### src/common/timer_pkg.sv
// constants, field layouts and carrier types for the 16-bit capture/pwm timer
package timer_pkg;

  // register offsets on the byte register port
  localparam logic [7:0] CTRL_ADDR  = 8'h0a;
  localparam logic [7:0] CNT_H_ADDR = 8'h0c;
  localparam logic [7:0] CNT_L_ADDR = 8'h0d;
  localparam logic [7:0] REF_H_ADDR = 8'h0e;
  localparam logic [7:0] REF_L_ADDR = 8'h0f;

  // reset value of the control register
  localparam logic [7:0] CTRL_RESET = 8'h00;

  // pending register bit positions
  localparam int OVF_PEND_BIT = 4;
  localparam int MC_PEND_BIT  = 5;

  // interrupt vectors on the shared level
  localparam logic [7:0] OVF_VECTOR = 8'hde;
  localparam logic [7:0] MC_VECTOR  = 8'hdc;

  // counter limits
  localparam logic [15:0] CNT_MAX  = 16'hffff;
  localparam logic [15:0] CNT_ZERO = 16'h0000;

  // prescaler width (largest division is 1024)
  localparam int PRESCALE_BITS = 10;

  // clock-select codes
  typedef enum logic [2:0] {
    CLK_DIV1024,
    CLK_DIV256,
    CLK_DIV64,
    CLK_DIV8,
    CLK_DIV1,
    CLK_EXT_FALL,
    CLK_EXT_RISE,
    CLK_STOP
  } clk_sel_t;

  // operating modes
  typedef enum logic [1:0] {
    MODE_INTERVAL,
    MODE_CAP_RISE,
    MODE_CAP_FALL,
    MODE_PWM
  } mode_t;

  // control register layout, msb first
  typedef struct packed {
    clk_sel_t clk_sel;  // bits 7:5
    mode_t    mode;     // bits 4:3
    logic     clr;      // bit 2
    logic     mc_en;    // bit 1
    logic     ovf_en;   // bit 0
  } ctrl_t;

endpackage

### src/design/capture_pwm_timer.sv
// 16-bit timer with interval toggle, input capture and pwm modes
`timescale 1ns/1ps
`default_nettype none
module capture_pwm_timer (
  input  wire logic       clk_in,             // system clock, 250 MHz
  input  wire logic       srst_in,            // sync reset, high
  input  wire logic [7:0] reg_addr_in,        // register byte address
  input  wire logic       reg_wr_in,          // register write strobe
  input  wire logic [7:0] reg_wdata_in,       // register write data
  output logic      [7:0] reg_rdata_out,      // read data, one cycle late
  input  wire logic       pend_wr_in,         // pending register write
  input  wire logic [7:0] pend_wdata_in,      // pending write data
  input  wire logic       ovf_serviced_in,    // overflow vector serviced
  input  wire logic       mc_serviced_in,     // match vector serviced
  input  wire logic       mask_bit3_in,       // mask register bit 3
  input  wire logic       external_clock_pin_in, // external count clock
  input  wire logic       capture_input_pin_in,  // capture input
  output logic            toggle_output_pin_out, // toggle / pwm output
  output logic            ovf_pending_out,    // pending bit 4
  output logic            mc_pending_out,     // pending bit 5
  output logic            irq_out,            // shared interrupt level
  output logic      [7:0] vector_out          // vector of active request
);
  import timer_pkg::*;

  ctrl_t       ctrl_reg;      // control register
  logic [15:0] cnt_reg;       // up counter
  logic [15:0] ref_reg;       // reference / capture data
  logic        cap_prev_reg;  // last capture pin level
  logic        out_reg;       // output pin flop
  logic        ovf_pend_reg;  // overflow pending
  logic        mc_pend_reg;   // match/capture pending
  logic [7:0]  rdata_reg;     // registered read data
  logic        tick;          // counting clock enable
  logic        match;         // comparator hit
  logic        cap_edge;      // selected capture edge seen
  logic        is_capture;    // either capture mode
  logic        match_evt;     // interval match on a tick
  logic        ovf_evt;       // counter wrap on a tick
  logic        mc_evt;        // match or capture event
  logic        ctrl_wr;       // control register written

  count_prescaler #(
    .DIV_BITS (PRESCALE_BITS)
  ) u_prescaler (
    .clk_in     (clk_in),
    .srst_in    (srst_in),
    .sel_in     (ctrl_reg.clk_sel),
    .ext_clk_in (external_clock_pin_in),
    .tick_out   (tick)
  );

  // event decode
  assign ctrl_wr    = reg_wr_in && (reg_addr_in == CTRL_ADDR);
  assign match      = (cnt_reg == ref_reg);
  assign is_capture = (ctrl_reg.mode == MODE_CAP_RISE) ||
                      (ctrl_reg.mode == MODE_CAP_FALL);
  assign cap_edge   = ((ctrl_reg.mode == MODE_CAP_RISE) &&
                       !cap_prev_reg && capture_input_pin_in) ||
                      ((ctrl_reg.mode == MODE_CAP_FALL) &&
                       cap_prev_reg && !capture_input_pin_in);
  assign match_evt  = tick && !ctrl_reg.clr &&
                      (ctrl_reg.mode == MODE_INTERVAL) && match;
  // overflow only when the counter truly wraps, not on an interval clear
  assign ovf_evt    = tick && !ctrl_reg.clr && !match_evt &&
                      (cnt_reg == CNT_MAX);
  assign mc_evt     = match_evt || cap_edge;

  // control register; clear bit self-returns after one cycle
  always_ff @(posedge clk_in) begin
    if (srst_in) begin
      ctrl_reg <= ctrl_t'(CTRL_RESET);
    end else if (ctrl_wr) begin
      ctrl_reg <= ctrl_t'(reg_wdata_in);
    end else if (ctrl_reg.clr) begin
      ctrl_reg.clr <= 1'b0;
    end
  end

  // counter: clear bit dominates, then interval match, else count up
  always_ff @(posedge clk_in) begin
    if (srst_in) begin
      cnt_reg <= CNT_ZERO;
    end else if (ctrl_reg.clr) begin
      cnt_reg <= CNT_ZERO;
    end else if (match_evt) begin
      cnt_reg <= CNT_ZERO;
    end else if (tick) begin
      // pwm and capture wrap naturally, 65536 ticks a lap
      cnt_reg <= cnt_reg + 16'h0001;
    end
  end

  // reference register: byte writes, capture load wins a collision
  // hazard: a byte write racing a capture is dropped so that the
  // captured word is never torn between old and new halves
  always_ff @(posedge clk_in) begin
    if (srst_in) begin
      ref_reg <= CNT_ZERO;
    end else if (is_capture && cap_edge) begin
      ref_reg <= cnt_reg;
    end else if (reg_wr_in && reg_addr_in == REF_H_ADDR) begin
      ref_reg[15:8] <= reg_wdata_in;
    end else if (reg_wr_in && reg_addr_in == REF_L_ADDR) begin
      ref_reg[7:0] <= reg_wdata_in;
    end
  end

  // capture pin history
  // reset level matches the idle pin so no false edge follows reset
  always_ff @(posedge clk_in) begin
    if (srst_in) begin
      cap_prev_reg <= 1'b0;
    end else begin
      cap_prev_reg <= capture_input_pin_in;
    end
  end

  // single output pin shared by interval toggle and pwm
  always_ff @(posedge clk_in) begin
    if (srst_in) begin
      out_reg <= 1'b0;
    end else if (ctrl_reg.mode == MODE_PWM) begin
      out_reg <= (ref_reg > cnt_reg);
    end else if (match_evt) begin
      out_reg <= ~out_reg;
    end
  end

  // overflow pending: set wins over service or software clear
  always_ff @(posedge clk_in) begin
    if (srst_in) begin
      ovf_pend_reg <= 1'b0;
    end else if (ovf_evt) begin
      ovf_pend_reg <= 1'b1;
    end else if (ovf_serviced_in ||
                 (pend_wr_in && !pend_wdata_in[OVF_PEND_BIT])) begin
      ovf_pend_reg <= 1'b0;
    end
  end

  // match/capture pending: hardware clear only when mask bit 3 set
  always_ff @(posedge clk_in) begin
    if (srst_in) begin
      mc_pend_reg <= 1'b0;
    end else if (mc_evt) begin
      mc_pend_reg <= 1'b1;
    end else if (mc_serviced_in && mask_bit3_in && ctrl_reg.mc_en) begin
      mc_pend_reg <= 1'b0;
    end else if (pend_wr_in && !pend_wdata_in[MC_PEND_BIT]) begin
      mc_pend_reg <= 1'b0;
    end
  end

  // read mux, registered; unmapped addresses read zero
  always_ff @(posedge clk_in) begin
    if (srst_in) begin
      rdata_reg <= 8'h00;
    end else begin
      unique case (reg_addr_in)
        CTRL_ADDR:  rdata_reg <= ctrl_reg;
        CNT_H_ADDR: rdata_reg <= cnt_reg[15:8];
        CNT_L_ADDR: rdata_reg <= cnt_reg[7:0];
        REF_H_ADDR: rdata_reg <= ref_reg[15:8];
        REF_L_ADDR: rdata_reg <= ref_reg[7:0];
        default:    rdata_reg <= 8'h00;
      endcase
    end
  end

  // one shared level, overflow vector preferred when both request
  // limitation: only the winner is named; the other waits its turn
  always_comb begin
    irq_out    = (ovf_pend_reg && ctrl_reg.ovf_en) ||
                 (mc_pend_reg && ctrl_reg.mc_en);
    vector_out = (ovf_pend_reg && ctrl_reg.ovf_en) ? OVF_VECTOR
                                                   : MC_VECTOR;
  end

  // data outputs straight from flops so the pins never glitch
  assign reg_rdata_out         = rdata_reg;
  assign toggle_output_pin_out = out_reg;
  assign ovf_pending_out       = ovf_pend_reg;
  assign mc_pending_out        = mc_pend_reg;

  // checks next to the logic they guard
  a_reset_ctrl_zero: assert property (@(posedge clk_in)
    srst_in |=> (ctrl_reg == ctrl_t'(CTRL_RESET)))
    else $error("control not zero after reset");

  a_clear_bit_returns: assert property (@(posedge clk_in)
    disable iff (srst_in) ctrl_reg.clr && !ctrl_wr |=> !ctrl_reg.clr)
    else $error("clear bit did not return to zero");

  a_clear_zeroes_counter: assert property (@(posedge clk_in)
    disable iff (srst_in) ctrl_reg.clr |=> (cnt_reg == CNT_ZERO))
    else $error("clear bit did not zero counter");

  a_stop_holds_count: assert property (@(posedge clk_in)
    disable iff (srst_in)
    (ctrl_reg.clk_sel == CLK_STOP) && !ctrl_reg.clr |=> $stable(cnt_reg))
    else $error("counter moved while stopped");

  a_interval_match_clear: assert property (@(posedge clk_in)
    disable iff (srst_in)
    match_evt |=> (cnt_reg == CNT_ZERO) && mc_pend_reg)
    else $error("interval match did not clear and flag");

  a_interval_toggle: assert property (@(posedge clk_in)
    disable iff (srst_in)
    match_evt |=> (out_reg != $past(out_reg)))
    else $error("output did not invert on match");

  a_pwm_level: assert property (@(posedge clk_in)
    disable iff (srst_in)
    (ctrl_reg.mode == MODE_PWM) |=> (out_reg == ($past(ref_reg) >
                                                $past(cnt_reg))))
    else $error("pwm level wrong");

  a_capture_load: assert property (@(posedge clk_in)
    disable iff (srst_in)
    is_capture && cap_edge |=> (ref_reg == $past(cnt_reg)) && mc_pend_reg)
    else $error("capture did not load counter");

  a_overflow_flag: assert property (@(posedge clk_in)
    disable iff (srst_in) ovf_evt |=> ovf_pend_reg && (cnt_reg == CNT_ZERO))
    else $error("overflow not flagged on wrap");

  a_mc_hw_clear: assert property (@(posedge clk_in)
    disable iff (srst_in)
    mc_serviced_in && mask_bit3_in && ctrl_reg.mc_en && !mc_evt
    |=> !mc_pend_reg)
    else $error("serviced match flag not cleared");

  a_shared_vector: assert property (@(posedge clk_in)
    disable iff (srst_in)
    ovf_pend_reg && ctrl_reg.ovf_en |-> irq_out && (vector_out == OVF_VECTOR))
    else $error("overflow request not on shared level");

  // writes land whole, clear bit included, on the following edge
  a_ctrl_write: assert property (@(posedge clk_in)
    disable iff (srst_in)
    ctrl_wr |=> ({ctrl_reg} == $past(reg_wdata_in)))
    else $error("control write not taken");

  // pwm never clears on match: every tick steps, ffff wraps to zero
  a_pwm_free_run: assert property (@(posedge clk_in)
    disable iff (srst_in)
    (ctrl_reg.mode == MODE_PWM) && tick && !ctrl_reg.clr
    |=> (cnt_reg == $past(cnt_reg) + 16'h0001))
    else $error("pwm counter did not step or wrap");

  // external codes count exactly the chosen pin edge
  a_ext_rise_tick: assert property (@(posedge clk_in)
    disable iff (srst_in)
    (ctrl_reg.clk_sel == CLK_EXT_RISE) && $rose(external_clock_pin_in)
    |-> tick)
    else $error("rising external edge did not count");

  a_ext_fall_tick: assert property (@(posedge clk_in)
    disable iff (srst_in)
    (ctrl_reg.clk_sel == CLK_EXT_FALL) && $fell(external_clock_pin_in)
    |-> tick)
    else $error("falling external edge did not count");

  // pending flags: clears work unless a new event lands that cycle; the match service clear also needs mask bit 3
  a_ovf_service_clear: assert property (@(posedge clk_in)
    disable iff (srst_in)
    ovf_serviced_in && !ovf_evt |=> !ovf_pend_reg)
    else $error("serviced overflow flag not cleared");

  a_ovf_sw_clear: assert property (@(posedge clk_in)
    disable iff (srst_in)
    pend_wr_in && !pend_wdata_in[OVF_PEND_BIT] && !ovf_evt |=> !ovf_pend_reg)
    else $error("software overflow clear ignored");

  a_mc_sw_clear: assert property (@(posedge clk_in)
    disable iff (srst_in)
    pend_wr_in && !pend_wdata_in[MC_PEND_BIT] && !mc_evt |=> !mc_pend_reg)
    else $error("software match clear ignored");

  a_mc_kept_unmasked: assert property (@(posedge clk_in)
    disable iff (srst_in)
    mc_pend_reg && !mask_bit3_in && !pend_wr_in |=> mc_pend_reg)
    else $error("match flag lost without software clear");

  // flags only rise for their own cause
  a_ovf_cause: assert property (@(posedge clk_in)
    disable iff (srst_in)
    $rose(ovf_pend_reg) |-> ($past(cnt_reg) == CNT_MAX))
    else $error("overflow flag without a wrap");

  a_mc_cause: assert property (@(posedge clk_in)
    disable iff (srst_in)
    $rose(mc_pend_reg) |-> $past(match_evt) || $past(cap_edge))
    else $error("match flag without match or capture");

  c_interval_match: cover property (@(posedge clk_in)
    disable iff (srst_in) match_evt);
  c_capture_load: cover property (@(posedge clk_in)
    disable iff (srst_in) is_capture && cap_edge);
  c_pwm_wrap: cover property (@(posedge clk_in)
    disable iff (srst_in) (ctrl_reg.mode == MODE_PWM) && ovf_evt);
  c_ovf_serviced: cover property (@(posedge clk_in)
    disable iff (srst_in) ovf_serviced_in && ovf_pend_reg);
  c_mc_hw_clear: cover property (@(posedge clk_in)
    disable iff (srst_in) mc_serviced_in && mask_bit3_in && mc_pend_reg);

endmodule
`default_nettype wire

### src/design/count_prescaler.sv
// prescaler producing the counting tick from system clock or external pin
`timescale 1ns/1ps
`default_nettype none
module count_prescaler #(
  parameter int DIV_BITS = timer_pkg::PRESCALE_BITS  // divider width
) (
  input  wire logic              clk_in,       // system clock
  input  wire logic              srst_in,      // sync reset, high
  input  wire timer_pkg::clk_sel_t sel_in,     // clock select code
  input  wire logic              ext_clk_in,   // external clock pin level
  output logic                   tick_out      // one-cycle count enable
);
  import timer_pkg::*;

  logic [DIV_BITS-1:0] div_reg;   // free-running divider
  logic                ext_prev_reg; // last external pin level

  // divider runs always so any code change picks a running phase
  always_ff @(posedge clk_in) begin
    if (srst_in) begin
      div_reg <= '0;
    end else begin
      div_reg <= div_reg + 1'b1;
    end
  end

  // external pin history for edge detection
  always_ff @(posedge clk_in) begin
    if (srst_in) begin
      ext_prev_reg <= 1'b0;
    end else begin
      ext_prev_reg <= ext_clk_in;
    end
  end

  // tick select; each division ticks when its low bits are all ones
  always_comb begin
    unique case (sel_in)
      CLK_DIV1024:  tick_out = &div_reg[9:0];
      CLK_DIV256:   tick_out = &div_reg[7:0];
      CLK_DIV64:    tick_out = &div_reg[5:0];
      CLK_DIV8:     tick_out = &div_reg[2:0];
      CLK_DIV1:     tick_out = 1'b1;
      CLK_EXT_FALL: tick_out = ext_prev_reg & ~ext_clk_in;
      CLK_EXT_RISE: tick_out = ~ext_prev_reg & ext_clk_in;
      CLK_STOP:     tick_out = 1'b0;
    endcase
  end

endmodule
`default_nettype wire

### config.mk
export PLATFORM = sky130hd
export DESIGN_NAME = capture_pwm_timer
export DESIGN_NICKNAME = d
export VERILOG_FILES = /design/src/common/timer_pkg.sv /design/src/design/capture_pwm_timer.sv /design/src/design/count_prescaler.sv
export SDC_FILE = /design/constraint.sdc
export NUM_CORES = 1
export LEC_CHECK = 0
export BUFFER_PORTS_ARGS = -buffer_cell sky130_fd_sc_hd__buf_4
export CAP_MARGIN = 30
export CELL_PAD_IN_SITES_DETAIL_PLACEMENT = 0
export CELL_PAD_IN_SITES_GLOBAL_PLACEMENT = 1
export CORE_UTILIZATION = 48
export CTS_BUF_LIST = sky130_fd_sc_hd__clkbuf_4 sky130_fd_sc_hd__clkbuf_8
export DETAILED_ROUTE_END_ITERATION = 12
export PLACE_DENSITY_LB_ADDON = 0.1
export SLEW_MARGIN = 40
export SYNTH_ARGS = -nofsm -noshare
export SYNTH_HDL_FRONTEND = slang
export SYNTH_HIERARCHICAL = 1
export SYNTH_SLANG_ARGS = --single-unit
### constraint.sdc
create_clock -name clk_in -period 4.3 [get_ports clk_in]
set_input_delay 0.215 -clock clk_in [delete_from_list [all_inputs] [get_ports clk_in]]
set_output_delay 0.215 -clock clk_in [all_outputs]
set_load 0.005 [all_outputs]
# --- Yosys cells after proc, flatten, opt, wreduce, memory -nomap -nowiden ---
# Index checks and enable logic that the tools add are counted.
# Widths: inputs -> output; s select.
classes:
  n_addsub: 2
  magnitude_cmp: 1
  n_eq_ne: 18
  mux: 14
  bitwise_logic: 6
  reduce_logical: 44
ops:
  columns: ["cell", "n"]
  rows:
  - ["$eq 8x4->1 const B", 5]
  - ["$pmux 8 s5", 1]
  - ["$mux 8", 3]
  - ["$logic_and 1x1->1", 19]
  - ["$add 16x1->16 const B", 1]
  - ["$eq 16x16->1", 1]
  - ["$eq 16x16->1 const B", 1]
  - ["$gt 16x16->1", 1]
  - ["$mux 16", 1]
  - ["$eq 3x3->1 const B", 4]
  - ["$add 10x1->10 const B", 1]
  - ["$reduce_and 10->1", 1]
  - ["$pmux 1 s8", 1]
  - ["$reduce_and 8->1", 1]
  - ["$reduce_bool 2->1", 4]
  - ["$mux 1", 7]
  - ["$eq 3x2->1 const B", 2]
  - ["$logic_not 1->1", 6]
  - ["$reduce_and 6->1", 1]
  - ["$logic_or 1x1->1", 5]
  - ["$eq 2x2->1 const B", 2]
  - ["$not 1->1", 4]
  - ["$eq 3x1->1 const B", 1]
  - ["$logic_not 3->1", 1]
  - ["10 further kinds", 11]
word_totals:
  regBits: 63
  output_inout_bits: 20
  elab_cells: 100

# --- Longest topological paths before layout ---
# Gate-level depths: netlist (run 1).
logic_depth:
  depth_word: 10
  ltp_mapped: 12
  depth_no_buf: 10

# --- Hierarchy ---
# The synthesis (run 1) kept the hierarchy.
modules_own_cells:
  columns: ["mod", "instances", "cells_per_inst", "area_each_um2", "seq_area_each_um2"]
  rows:
  - ["capture_pwm_timer", 1, 327, 3011.6, 1041.0]
  - ["count_prescaler", 1, 58, 500.5, 220.2]

# --- Worst setup path before layout (run 1) ---
# OpenSTA, ideal clock, no wires.
synth_path:
  path_kind: "register to register"
  start: "register u_prescaler.div_reg[0]"
  end: "register cnt_reg[15]"
  setup_time_ns: 0.070
  arrival_ns: 2.446
  t_required_ns: 4.230
  slack_ns: 1.784
  stages_incl_launch_ff: 13
  cell_sequence: "dfxtp_1 -> ha_1 -> ha_1 -> inv_1 -> o21ai_0 -> o22ai_1 -> nor2_1 -> buf_4 -> nand4_2 -> or3_1 -> clkbuf_1 -> or4_1 -> a21oi_1"
synth_between:
  elab_chain_len: 6
  elab_cells_between_ends: 9
  classes_between: "1 x mux; 8 x reduce/logical"
synth_lines:
  columns: ["item", "line_no", "text"]
  rows:
  - ["start: declaration", "count_prescaler.sv:15", "logic [DIV_BITS-1:0] div_reg;"]
  - ["start signal: assignment", "count_prescaler.sv:23", "div_reg <= div_reg + 1'b1;"]
  - ["$reduce_and 10->1 (tied with other cells)", "count_prescaler.sv:39", "CLK_DIV1024: tick_out = &div_reg[9:0];"]
  - ["$pmux 1 s8 (*)", "count_prescaler.sv:38", "unique case (sel_in)"]
  - ["via tick", "capture_pwm_timer.sv:34", "logic tick;"]
  - ["$logic_and 1x1->1 (2 in a row)", "capture_pwm_timer.sv:62", "assign match_evt = tick && !ctrl_reg.clr &&"]
  - ["$logic_and 1x1->1", "capture_pwm_timer.sv:63", "(ctrl_reg.mode == MODE_INTERVAL) && match;"]
  - ["$reduce_or 3->1 (no line)", null, null]
  - ["end signal: assignment", "capture_pwm_timer.sv:90", "cnt_reg <= cnt_reg + 16'h0001;"]
  - ["end: declaration", "capture_pwm_timer.sv:27", "logic [15:0] cnt_reg;"]
# Mark *: on every way through the listed nets, which the timed path passes. The rest lies on a longest branch.
# A chain may end at the register's enable or synchronous reset.

# --- Worst setup path in the final report (run 1) ---
# Same ends and word-level chain as after synthesis.

==> results of run 1 <==
[routing by layer]
layer / part of all wire (%) / routed length, microns
met1: 51 / 4280
met5: 0 / 0
met3: 3.4 / 281
met4: 1.1 / 88
met2: 44 / 3710
[power by group]
group	internal, uW	switching (uW)	total, uW
Combinational	27.6	33.5	61.1
Clock	387	251	638
Sequential	587	3.17	590
Total	1000	288	1290
[synth_stat cells, types with 3 or more instances]
library cell  instances
a2111oi_0             8
a2111oi_1             4
a21oi_1              15
a22oi_1               8
buf_2                 4
buf_4                 8
buf_6                 3
clkbuf_1              9
dfxtp_1              63
ha_1                 23
inv_1                22
mux2i_1               9
mux4_2                8
nand2_1              12
nand2b_1              5
nand3_1               8
nand3b_1              4
nand4_1               9
nor2_1               65
nor2b_1               6
nor3_1               18
nor4_1                4
o21ai_0               9
o31ai_1               3
or3_1                 6
xnor2_1              14
[through the flow]
stage	power, uW	instances	setup WS (ns)	utilization [%]	hold slack [ns]
finish	1290	521	1.40	59.0	0.110
global route	1330	521	1.18	59.0	0.106
CTS	1300	521	1.42	58.9	0.0985
detailed placement	665	505	1.43	55.4	0.457
global placement	664	503	1.50	55.0	0.442
floorplan	640	390	1.78	-	0.287
[kinds of logic (layout without fill, tap and decap cells)]
kind of cell | Yosys count | count (layout) | synth area share [%]
flops | 63 | 63 | 35.9
mux | 18 | 18 | 8.02
simple gates | 152 | 152 | 23.0
buf+inv | 46 | 81 | 6.56
fa+ha+maj | 23 | 23 | 8.19
compound gates | 65 | 65 | 14.1
xor+xnor | 16 | 16 | 3.99
other cells | 2 | 7 | 0.214
[worst register-to-register path: stages (launching register included)]
cell	delay (ns)
dfxtp_1	0.37
ha_1	0.21
nand4_1	0.18
o21ai_0	0.21
o31ai_1	0.10
nor2_1	0.29
nand4_2	0.24
or3_1	0.54
or4_1	0.54
a21oi_1	0.14
[final timing paths]
kind / start / end / slack (ns)
worst min register to register: u_prescaler/div_reg[0]$_SDFF_PP0_ / u_prescaler/div_reg[0]$_SDFF_PP0_ / 0.47
worst max register to register: u_prescaler/div_reg[0]$_SDFF_PP0_ / cnt_reg[15]$_SDFFE_PP0P_ / 1.40
worst min-delay path: capture_input_pin_in / cap_prev_reg$_SDFF_PP0_ / 0.11
worst max-delay path: u_prescaler/div_reg[0]$_SDFF_PP0_ / cnt_reg[15]$_SDFFE_PP0P_ / 1.40
[area by class of cell]
| type | instances | area (sq um) |
|---|---|---|
| inverters | 22 | 82.6 |
| clock inverters | 7 | 121 |
| clock buffers | 9 | 124 |
| flip-flops and latches | 63 | 1260 |
| repair buffers | 43 | 323 |
| fillers | 652 | 2850 |
| multi-input cells | 281 | 2060 |
| well taps | 96 | 120 |
==> results.md, run 1 <==
Outcome
* finished, final reports clean — run status

Route
* 16.0 microns — DR WL/cell
* 2,864 — vias after detailed routing
* 0 — final routed DRC violation total
* 132 — number of violations reported at the end of detailed-routing iteration 0
* 8.36 mm — WL final
* 0 — count of antenna-violating nets left after detailed routing
* 4 — Detailed Routing Iterations Pass 1
* 5.50 — via/cell ratio

CTS
* 0.08 ns — register clock-pin slew on the reported worst setup and hold paths
* 0 — Setup Fix Bufs, Post-CTS
* 0 — total of hold buffers inserted after clock tree synthesis
* 9 — total CTS buffers
* 63 — CTS sink count
* 0 — number of gates given a new drive strength after cts
* 0.34 ns — clock latency at the later pin of the worst-skew pair
* 3 — CTS H-tree depth
* yes — clock tree from TritonCTS
* 2 — CTS Buffer Depth
* clkbuf_8 — cell at the root of the clock tree

Power
* 315 nW/um^2 — power per cell area
* 0.00153 uW — leakage component of the power
* 0.127 mV — VDD IR-drop max

Die
* 87.5 microns — die boundary height
* 50.6% — initial standard-cell utilization of the core
* 53 — Boundary Pins
* 30 — standard-cell rows
* 7660 sq um — area of the die
* 6940 sq um — floorplan core area
* 87.5 microns — Die Span X

Timing
* 51.4% — max-slew headroom at the worst pin
* 0 — final-report hold violation count
* 0 ns — post-route setup TNS
* 67.4% — period utilization
* 0.723 ns — worst slew pin tran
* 0.345 GHz — maximum clock frequency
* 0.00902 ns — worst setup skew after layout
* 0 — max-slew violation count
* false — setup repair after global routing missed its margin
* 2.90 ns — clock period minus final worst setup slack
* 0 — number of failing setup endpoints in the final timing report

Worst setup path
* flip-flop — crit start category
* 9 — critical path depth
* ha_1, nand4_1, o21ai_0, o31ai_1, nor2_1, nand4_2, or3_1, or4_1, a21oi_1 — worst path cell trace
* 3.16 ns — data arrival time of the critical path
* 0.54 ns — Crit path largest cell delay
* reg -> reg — category of the most critical setup path
* 10 — Worst Path Max Fanout
* 0 — Worst Path Buf+Inv
* 4.56 ns — required time reported for the critical path endpoint
* 9 — length in cells of the worst reg-to-reg path
* simple AND/OR/NAND/NOR gates — CP delay by family, top
* flip-flop — category of the worst setup path capture point
* or3_1 — slowest library cell on the worst path

Synth
* 0 — count of flip-flops with a built-in enable after synthesis
* 9.12 sq um — average instance area after synthesis
* 63 — flip-flop and latch count after synthesis
* 0% — proportion of synthesized flip-flops having asynchronous set or reset
* 35.9% — portion of synthesized cell area occupied by the leading cell type
* dfxtp_1 — ys flop type
* 55 — number of distinct library cells after synthesis
* 3510 sq um — cell area after synthesis
* dfxtp_1 — cell accounting for the most synthesized area
* 6 — Ys Warns
* 35.9% — share of synthesized area occupied by flip-flops and latches
* 385 — number of standard cells after synthesis
* dfxtp_1 (36%), ha_1 (8.2%), nor2_1 (6.9%) — cells taking the most area after synthesis

Finish
* 16.6% — area added between synthesis and finish
* nor2_1 — most frequent standard cell in the layout excluding fill and tap cells
* 0 — antenna diode instance count
* 476 — post-layout net count
* 4090 sq um — Non-Filler Cell Area, Final
* 19.5% — share of layout cells above drive strength 1
* nor2_1 (65), dfxtp_1 (63), buf_4 (43) — leading cell types in the layout, fill and taps excluded

GRT
* 3.20% — met3 Resource Use GR
* 2,664 — via count of the first global-routing pass
* 0 — residual overflow from global routing
* 36.6% — GRT met2 Usage
* 42 — largest net degree at the start of global routing
* 23.4% — total track usage
* 0 — number of antenna violations at the first check in global routing
* met2 — grt peak-use layer
* 33.4% — met1 usage
* 13.6 mm — first-pass GRT wire length

Flow run
* 0 — maximum capacitance violations

Placement
* 6.18 mm — placed wire-length estimate after detailed placement
* 3840 sq um — instance area at placement
* 39 — count of input and output buffers
* 0.860 — final RePlAce weighted congestion

Min path
* in -> reg — worst hold-check path type
* 2 — cell depth of the worst hold path

No activity file was read; power rests on OpenSTA's default activity.
==> inputs of run 2 (changes only) <==
--- a/config.mk
+++ b/config.mk
@@ -9,7 +9,7 @@
 export CAP_MARGIN = 30
 export CELL_PAD_IN_SITES_DETAIL_PLACEMENT = 0
 export CELL_PAD_IN_SITES_GLOBAL_PLACEMENT = 1
-export CORE_UTILIZATION = 48
+export CORE_UTILIZATION = 45
 export CTS_BUF_LIST = sky130_fd_sc_hd__clkbuf_4 sky130_fd_sc_hd__clkbuf_8
 export DETAILED_ROUTE_END_ITERATION = 12
 export PLACE_DENSITY_LB_ADDON = 0.1
==> constraint.sdc (replaced) <==
create_clock -name clk_in -period 3.03 [get_ports clk_in]
set_input_delay 0.1515 -clock clk_in [delete_from_list [all_inputs] [get_ports clk_in]]
set_output_delay 0.1515 -clock clk_in [all_outputs]
set_load 0.005 [all_outputs]
==> results.md, run 2 (synthesis results as in run 1) <==
GRT
* 31.9% — met1 usage, -1.5 points
* 2,777 — via count of the first global-routing pass, +4.2%
* met2 — grt peak-use layer
* 42 — largest net degree at the start of global routing, unchanged
* 0 — residual overflow from global routing, unchanged
* 34.0% — GRT met2 Usage, -2.6 points
* 14.5 mm — first-pass GRT wire length, +6.3%
* 0 — number of antenna violations at the first check in global routing, unchanged
* 5.64% — met3 Resource Use GR, +2.4 points
* 22.5% — total track usage, -0.93 points

Timing
* 0.780 ns — worst slew pin tran, +0.0568 ns
* 0 ns — post-route setup TNS, unchanged
* false — setup repair after global routing missed its margin
* 47.6% — max-slew headroom at the worst pin, -3.8 points
* 0.375 GHz — maximum clock frequency, +8.8%
* 0 — max-slew violation count, unchanged
* 0.0112 ns — worst setup skew after layout, +0.00218 ns
* 2.66 ns — clock period minus final worst setup slack, -0.234 ns
* 87.9% — period utilization, +21 points
* 0 — number of failing setup endpoints in the final timing report, unchanged
* 0.366 ns — post-route worst setup slack, -1.04 ns
* 0 — final-report hold violation count, unchanged

Die
* 90.3 microns — Die Span X, +3.2%
* 53 — Boundary Pins, unchanged
* 31 — standard-cell rows, +3.3%
* 47.4% — initial standard-cell utilization of the core, -3.2 points
* 90.3 microns — die boundary height, +3.2%
* 7410 sq um — floorplan core area, +6.7%
* 8160 sq um — area of the die, +6.5%

CTS
* 9 — total CTS buffers, unchanged
* 0.33 ns — clock latency at the later pin of the worst-skew pair, about the same
* 0 — Setup Fix Bufs, Post-CTS, unchanged
* 0 — number of gates given a new drive strength after cts, unchanged
* 0.07 ns — register clock-pin slew on the reported worst setup and hold paths, about the same
* 2 — CTS Buffer Depth, unchanged
* 3 — CTS H-tree depth, unchanged
* 63 — CTS sink count, unchanged
* 0 — total of hold buffers inserted after clock tree synthesis, unchanged
* yes — clock tree from TritonCTS
* clkbuf_8 — cell at the root of the clock tree

Route
* 16.4 microns — DR WL/cell, +2.0%
* 0 — count of antenna-violating nets left after detailed routing, unchanged
* 8.67 mm — WL final, +3.7%
* 0 — final routed DRC violation total, unchanged
* 5.48 — via/cell ratio, -0.39%
* 142 — number of violations reported at the end of detailed-routing iteration 0, +7.6%
* 4 — Detailed Routing Iterations Pass 1, unchanged
* 2,902 — vias after detailed routing, +1.3%

Worst setup path
* 3.29 ns — required time reported for the critical path endpoint, -1.27 ns
* nor2_1 — cell repeated most along the worst path
* 2.92 ns — data arrival time of the critical path, -0.24 ns
* ha_1, nand4_1, nor2_1, o31ai_1, nor2_1, nand4_2, or3_1, or4_1, a21oi_1 — worst path cell trace
* flip-flop — category of the worst setup path capture point
* 10 — Worst Path Max Fanout, unchanged
* 0.54 ns — Crit path largest cell delay, about the same
* reg -> reg — category of the most critical setup path
* flip-flop — crit start category
* or4_1 — slowest library cell on the worst path

Power
* 426 nW/um^2 — power per cell area, +35%
* 0.00155 uW — leakage component of the power, +1.3%
* 1370 uW — Int Pwr, +37%
* 21.9% — switching power as a share of total power, -0.42 points
* 47.8% — portion of total power attributed to sequential cells, +2.0 points
* 0.398 mV — VDD IR-drop max, +210%
* 1750 uW — total design power, +36%
* 383 uW — NetSw, +33%
* 47.1% — fraction of power consumed by the clock network, -2.4 points
* 5.1% — combinational cell fraction of total power, +0.4 points

Finish
* nor2_1 (65), dfxtp_1 (63), buf_4 (49) — leading cell types in the layout, fill and taps excluded
* nor2_1 — most frequent standard cell in the layout excluding fill and tap cells
* 17.2% — area added between synthesis and finish
* 482 — post-layout net count, +1.3%
* 0 — antenna diode instance count, unchanged
* 701 — Fill cells, +7.5%
* 20.6% — share of layout cells above drive strength 1, +1.1 points

Placement
* 6.40 mm — placed wire-length estimate after detailed placement, +3.6%
* 39 — count of input and output buffers, unchanged
* 0.374 ns — Setup WS pre-CTS, -1.06 ns
* 0.842 — final RePlAce weighted congestion, -2.1%

Min path
* in -> reg — worst hold-check path type

Flow run
* 0 — maximum capacitance violations, unchanged

Outcome
* finished, final reports clean — run status

[run 2: cell count changes in the layout (fill, tap and decap cells not counted), sizes merged]
cell	before	now
buf	43	49
bufinv	3	2
clkbuf	9	11
clkinv	4	2
clkinvlp	0	1
[run 2: cell type report]
cell class              count  area (sq um)  share of cell area, %
multi-input cells         281          2050                   49.9
well taps                  99           124                   3.01
inverters                  22          82.6                   2.01
clock inverters             5          81.3                   1.98
clock buffers              11           145                   3.53
flip-flops and latches     63          1260                   30.6
repair buffers             49           368                   8.94
[run 2: power groups by stage]
stage	registers (uW)	clock network [uW]	logic [uW]
final	838	826	88.6
after global routing	838	882	96.6
after CTS	837	849	88.8
after detailed placement	857	0	88.4
after global placement	856	0	87.0
after floorplan	856	0	52.1
[run 2: routing by layer]
layer	part of all wire [%]	vias up
met2	46	72
li1	-	1463
met3	4.1	4
met4	0.46	0
met5	0	-
met1	50	1363
[run 2: metrics by stage]
step | hold WS (ns) | instances | utilization [%] | instance area (sq um)
after floorplan | 0.223 | 390 | - | 3530
final | 0.0453 | 530 | 55.6 | 4120
after detailed placement | 0.401 | 514 | 52.5 | 3890
after CTS | 0.0248 | 530 | 55.6 | 4120
after global placement | 0.378 | 514 | 52.4 | 3880
after global routing | 0.0268 | 530 | 55.6 | 4120
[run 2: path summary, 6_finish.rpt]
kind,startpoint,to,cells past startpoint,slack (ns)
max,u_prescaler/div_reg[0]$_SDFF_PP0_,cnt_reg[15]$_SDFFE_PP0P_,9,0.37
min,capture_input_pin_in,cap_prev_reg$_SDFF_PP0_,2,0.05
max reg2reg,u_prescaler/div_reg[0]$_SDFF_PP0_,cnt_reg[15]$_SDFFE_PP0P_,9,0.37
min reg2reg,u_prescaler/div_reg[0]$_SDFF_PP0_,u_prescaler/div_reg[0]$_SDFF_PP0_,1,0.47
[run 2: critical path: cells and delay by family, from the launching register on]
family / cells / cell delay [ns]
AOI/OAI and AO/OA: 2 / 0.23
and+or+nand+nor: 6 / 1.79
adders and majority gates: 1 / 0.21
DFF: 1 / 0.37
==> inputs of run 3 (changes only) <==
--- a/config.mk
+++ b/config.mk
@@ -12,9 +12,10 @@
 export CORE_UTILIZATION = 45
 export CTS_BUF_LIST = sky130_fd_sc_hd__clkbuf_4 sky130_fd_sc_hd__clkbuf_8
 export DETAILED_ROUTE_END_ITERATION = 12
-export PLACE_DENSITY_LB_ADDON = 0.1
+export PLACE_DENSITY = 0.8
 export SLEW_MARGIN = 40
 export SYNTH_ARGS = -nofsm -noshare
 export SYNTH_HDL_FRONTEND = slang
 export SYNTH_HIERARCHICAL = 1
 export SYNTH_SLANG_ARGS = --single-unit
+export TNS_END_PERCENT = 50
==> results.md, run 3 (synthesis results as in run 1) <==
CTS
* 0 — number of gates given a new drive strength after cts, unchanged
* 3 — CTS H-tree depth, unchanged
* 9 — total CTS buffers, unchanged
* 0 — Setup Fix Bufs, Post-CTS, unchanged
* 0 — total of hold buffers inserted after clock tree synthesis, unchanged
* 0.36 ns — clock latency at the later pin of the worst-skew pair, +0.03 ns
* clkbuf_8 — cell at the root of the clock tree
* 0.08 ns — register clock-pin slew on the reported worst setup and hold paths, about the same
* 2 — CTS Buffer Depth, unchanged
* 63 — CTS sink count, unchanged
* yes — clock tree from TritonCTS

GRT
* 2,869 — via count of the first global-routing pass, +3.3%
* 0 — number of antenna violations at the first check in global routing, unchanged
* 0 — residual overflow from global routing, unchanged
* 14.8 mm — first-pass GRT wire length, +2.1%
* 23.1% — total track usage, +0.57 points
* 42 — largest net degree at the start of global routing, unchanged

Timing
* 0 — number of failing setup endpoints in the final timing report, unchanged
* 0.00959 ns — worst setup skew after layout, -0.00160 ns
* 86.7% — period utilization, -1.2 points
* 0.381 GHz — maximum clock frequency, +1.4%
* 2.63 ns — clock period minus final worst setup slack, -0.0359 ns
* 0 ns — post-route setup TNS, unchanged
* 0 — max-slew violation count, unchanged
* 0.402 ns — post-route worst setup slack, +0.0359 ns
* false — setup repair after global routing missed its margin
* 0.813 ns — worst slew pin tran, +0.0328 ns
* 0 — final-report hold violation count, unchanged
* 45.4% — max-slew headroom at the worst pin, -2.2 points

Die
* 8160 sq um — area of the die, unchanged
* 90.3 microns — die boundary height, unchanged
* 53 — Boundary Pins, unchanged
* 7410 sq um — floorplan core area, unchanged
* 47.4% — initial standard-cell utilization of the core, unchanged
* 90.3 microns — Die Span X, unchanged
* 31 — standard-cell rows, unchanged

Finish
* 4120 sq um — Non-Filler Cell Area, Final, about the same
* 713 — Fill cells, +1.7%
* nor2_1 — most frequent standard cell in the layout excluding fill and tap cells
* 21.3% — share of layout cells above drive strength 1, +0.68 points
* 1260 sq um — combined flip-flop and latch cell area, unchanged
* 2050 sq um — area taken by multi-input logic gates, -0.24%
* 487 — post-layout net count, +1.0%
* 17.2% — area added between synthesis and finish, about the same
* 0 — antenna diode instance count, unchanged
* 55.5% — fin util, about the same
* nor2_1 (65), dfxtp_1 (63), buf_4 (54) — leading cell types in the layout, fill and taps excluded

Worst setup path
* 10 — length in cells of the worst reg-to-reg path, +1
* flip-flop — category of the worst setup path capture point
* u_prescaler/div_reg[0]$_SDFF_PP0_ — launch instance of the worst register-to-register path
* 3.32 ns — required time reported for the critical path endpoint, +0.03 ns
* 10 — Worst Path Max Fanout, unchanged
* reg -> reg — category of the most critical setup path
* 0.40 ns — reg-to-reg slack, setup, +0.04 ns
* 2.92 ns — data arrival time of the critical path, about the same
* cnt_reg[15]$_SDFFE_PP0P_ — destination of the worst register-to-register timing path
* flip-flop — crit start category

Placement
* 39 — count of input and output buffers, unchanged
* 3920 sq um — instance area at placement, +0.64%
* 0.916 — final RePlAce weighted congestion, +8.7%
* 0.415 ns — Setup WS pre-CTS, +0.0409 ns
* 6.45 mm — placed wire-length estimate after detailed placement, +0.86%

Flow run
* 0 — maximum capacitance violations, unchanged

Route
* 5.53 — via/cell ratio, +1.1%
* 16.5 microns — DR WL/cell, +0.80%
* 8.82 mm — WL final, +1.8%
* 0 — count of antenna-violating nets left after detailed routing, unchanged
* 2,961 — vias after detailed routing, +2.0%
* 148 — number of violations reported at the end of detailed-routing iteration 0, +4.2%
* 4 — Detailed Routing Iterations Pass 1, unchanged
* 0 — final routed DRC violation total, unchanged

Power
* 403 nW/um^2 — power per cell area, -5.3%
* 1660 uW — total design power, -5.3%
* 0.267 mV — VDD IR-drop max, -33%
* 0.00156 uW — leakage component of the power, +0.81%

Outcome
* finished, final reports clean — run status

Min path
* external_clock_pin_in — Min-Delay Startpoint
* u_prescaler/ext_prev_reg$_SDFF_PP0_ — Hold Path End
* 2 — cell depth of the worst hold path, unchanged
* in -> reg — worst hold-check path type

==> run 3: cell count changes in the layout (fill, tap and decap cells not counted), sizes merged <==
cell	before	now
clkinv	2	4
bufinv	2	1
buf	49	54
clkbuf	11	10
==> run 3: how the worst max path moves through the flow <==
stage                                      start                  endpoint  slack, ns  depth (start not counted)
6_report       u_prescaler/div_reg[0]$_SDFF_PP0_  cnt_reg[15]$_SDFFE_PP0P_       0.40                         10
5_1_grt        u_prescaler/div_reg[0]$_SDFF_PP0_  cnt_reg[15]$_SDFFE_PP0P_       0.15                          9
4_1_cts        u_prescaler/div_reg[0]$_SDFF_PP0_  cnt_reg[15]$_SDFFE_PP0P_       0.40                         10
3_5_place_dp   u_prescaler/div_reg[0]$_SDFF_PP0_  cnt_reg[15]$_SDFFE_PP0P_       0.42                         10
3_3_place_gp   u_prescaler/div_reg[0]$_SDFF_PP0_  cnt_reg[15]$_SDFFE_PP0P_       0.45                          9
2_1_floorplan  u_prescaler/div_reg[0]$_SDFF_PP0_  cnt_reg[15]$_SDFFE_PP0P_       0.51                         12
==> run 3: metrics by stage <==
stage	hold slack [ns]	cells
6_report	0.0250	535
2_1_floorplan	0.223	390
3_3_place_gp	0.383	518
3_5_place_dp	0.397	518
4_1_cts	0.0190	534
5_1_grt	0.0384	535
==> run 3: report_power, final <==
group / internal, uW / total [uW] / switching [uW]
combinational: 40.2 / 89.1 / 48.9
sequential: 833 / 837 / 4.51
clock: 386 / 732 / 346
total: 1260 / 1660 / 400
==> run 3: worst max-delay path: stages (launching register included) <==
cell     delay, ns
dfxtp_1       0.37
ha_1          0.21
ha_1          0.16
inv_1         0.03
o21ai_0       0.15
o22ai_1       0.09
nor2_1        0.27
nand4_2       0.13
or3_1         0.49
or4_1         0.53
a21oi_1       0.14
==> run 3: final cells by class <==
cell class                      instances  area share, %
Multi-Input combinational cell        281           49.8
Clock buffer                           10           3.19
Sequential cell                        63           30.6
Tap cell                               99           3.01
Clock inverter                          6           1.49
Inverter                               22           2.01
Timing Repair Buffer                   54           9.85
==> run 3: layer usage <==
layer  wire length [microns]  global-route usage, %  vias to the layer above  part of all wire [%]
met2                    4190                   37.2                       69                    47
li1                        -                      -                     1462                     -
met1                    4090                   30.5                     1419                    46
met4                      87                   6.45                        0                  0.99
met3                     456                   5.89                       11                   5.2
met5                       0                      0                        -                     0
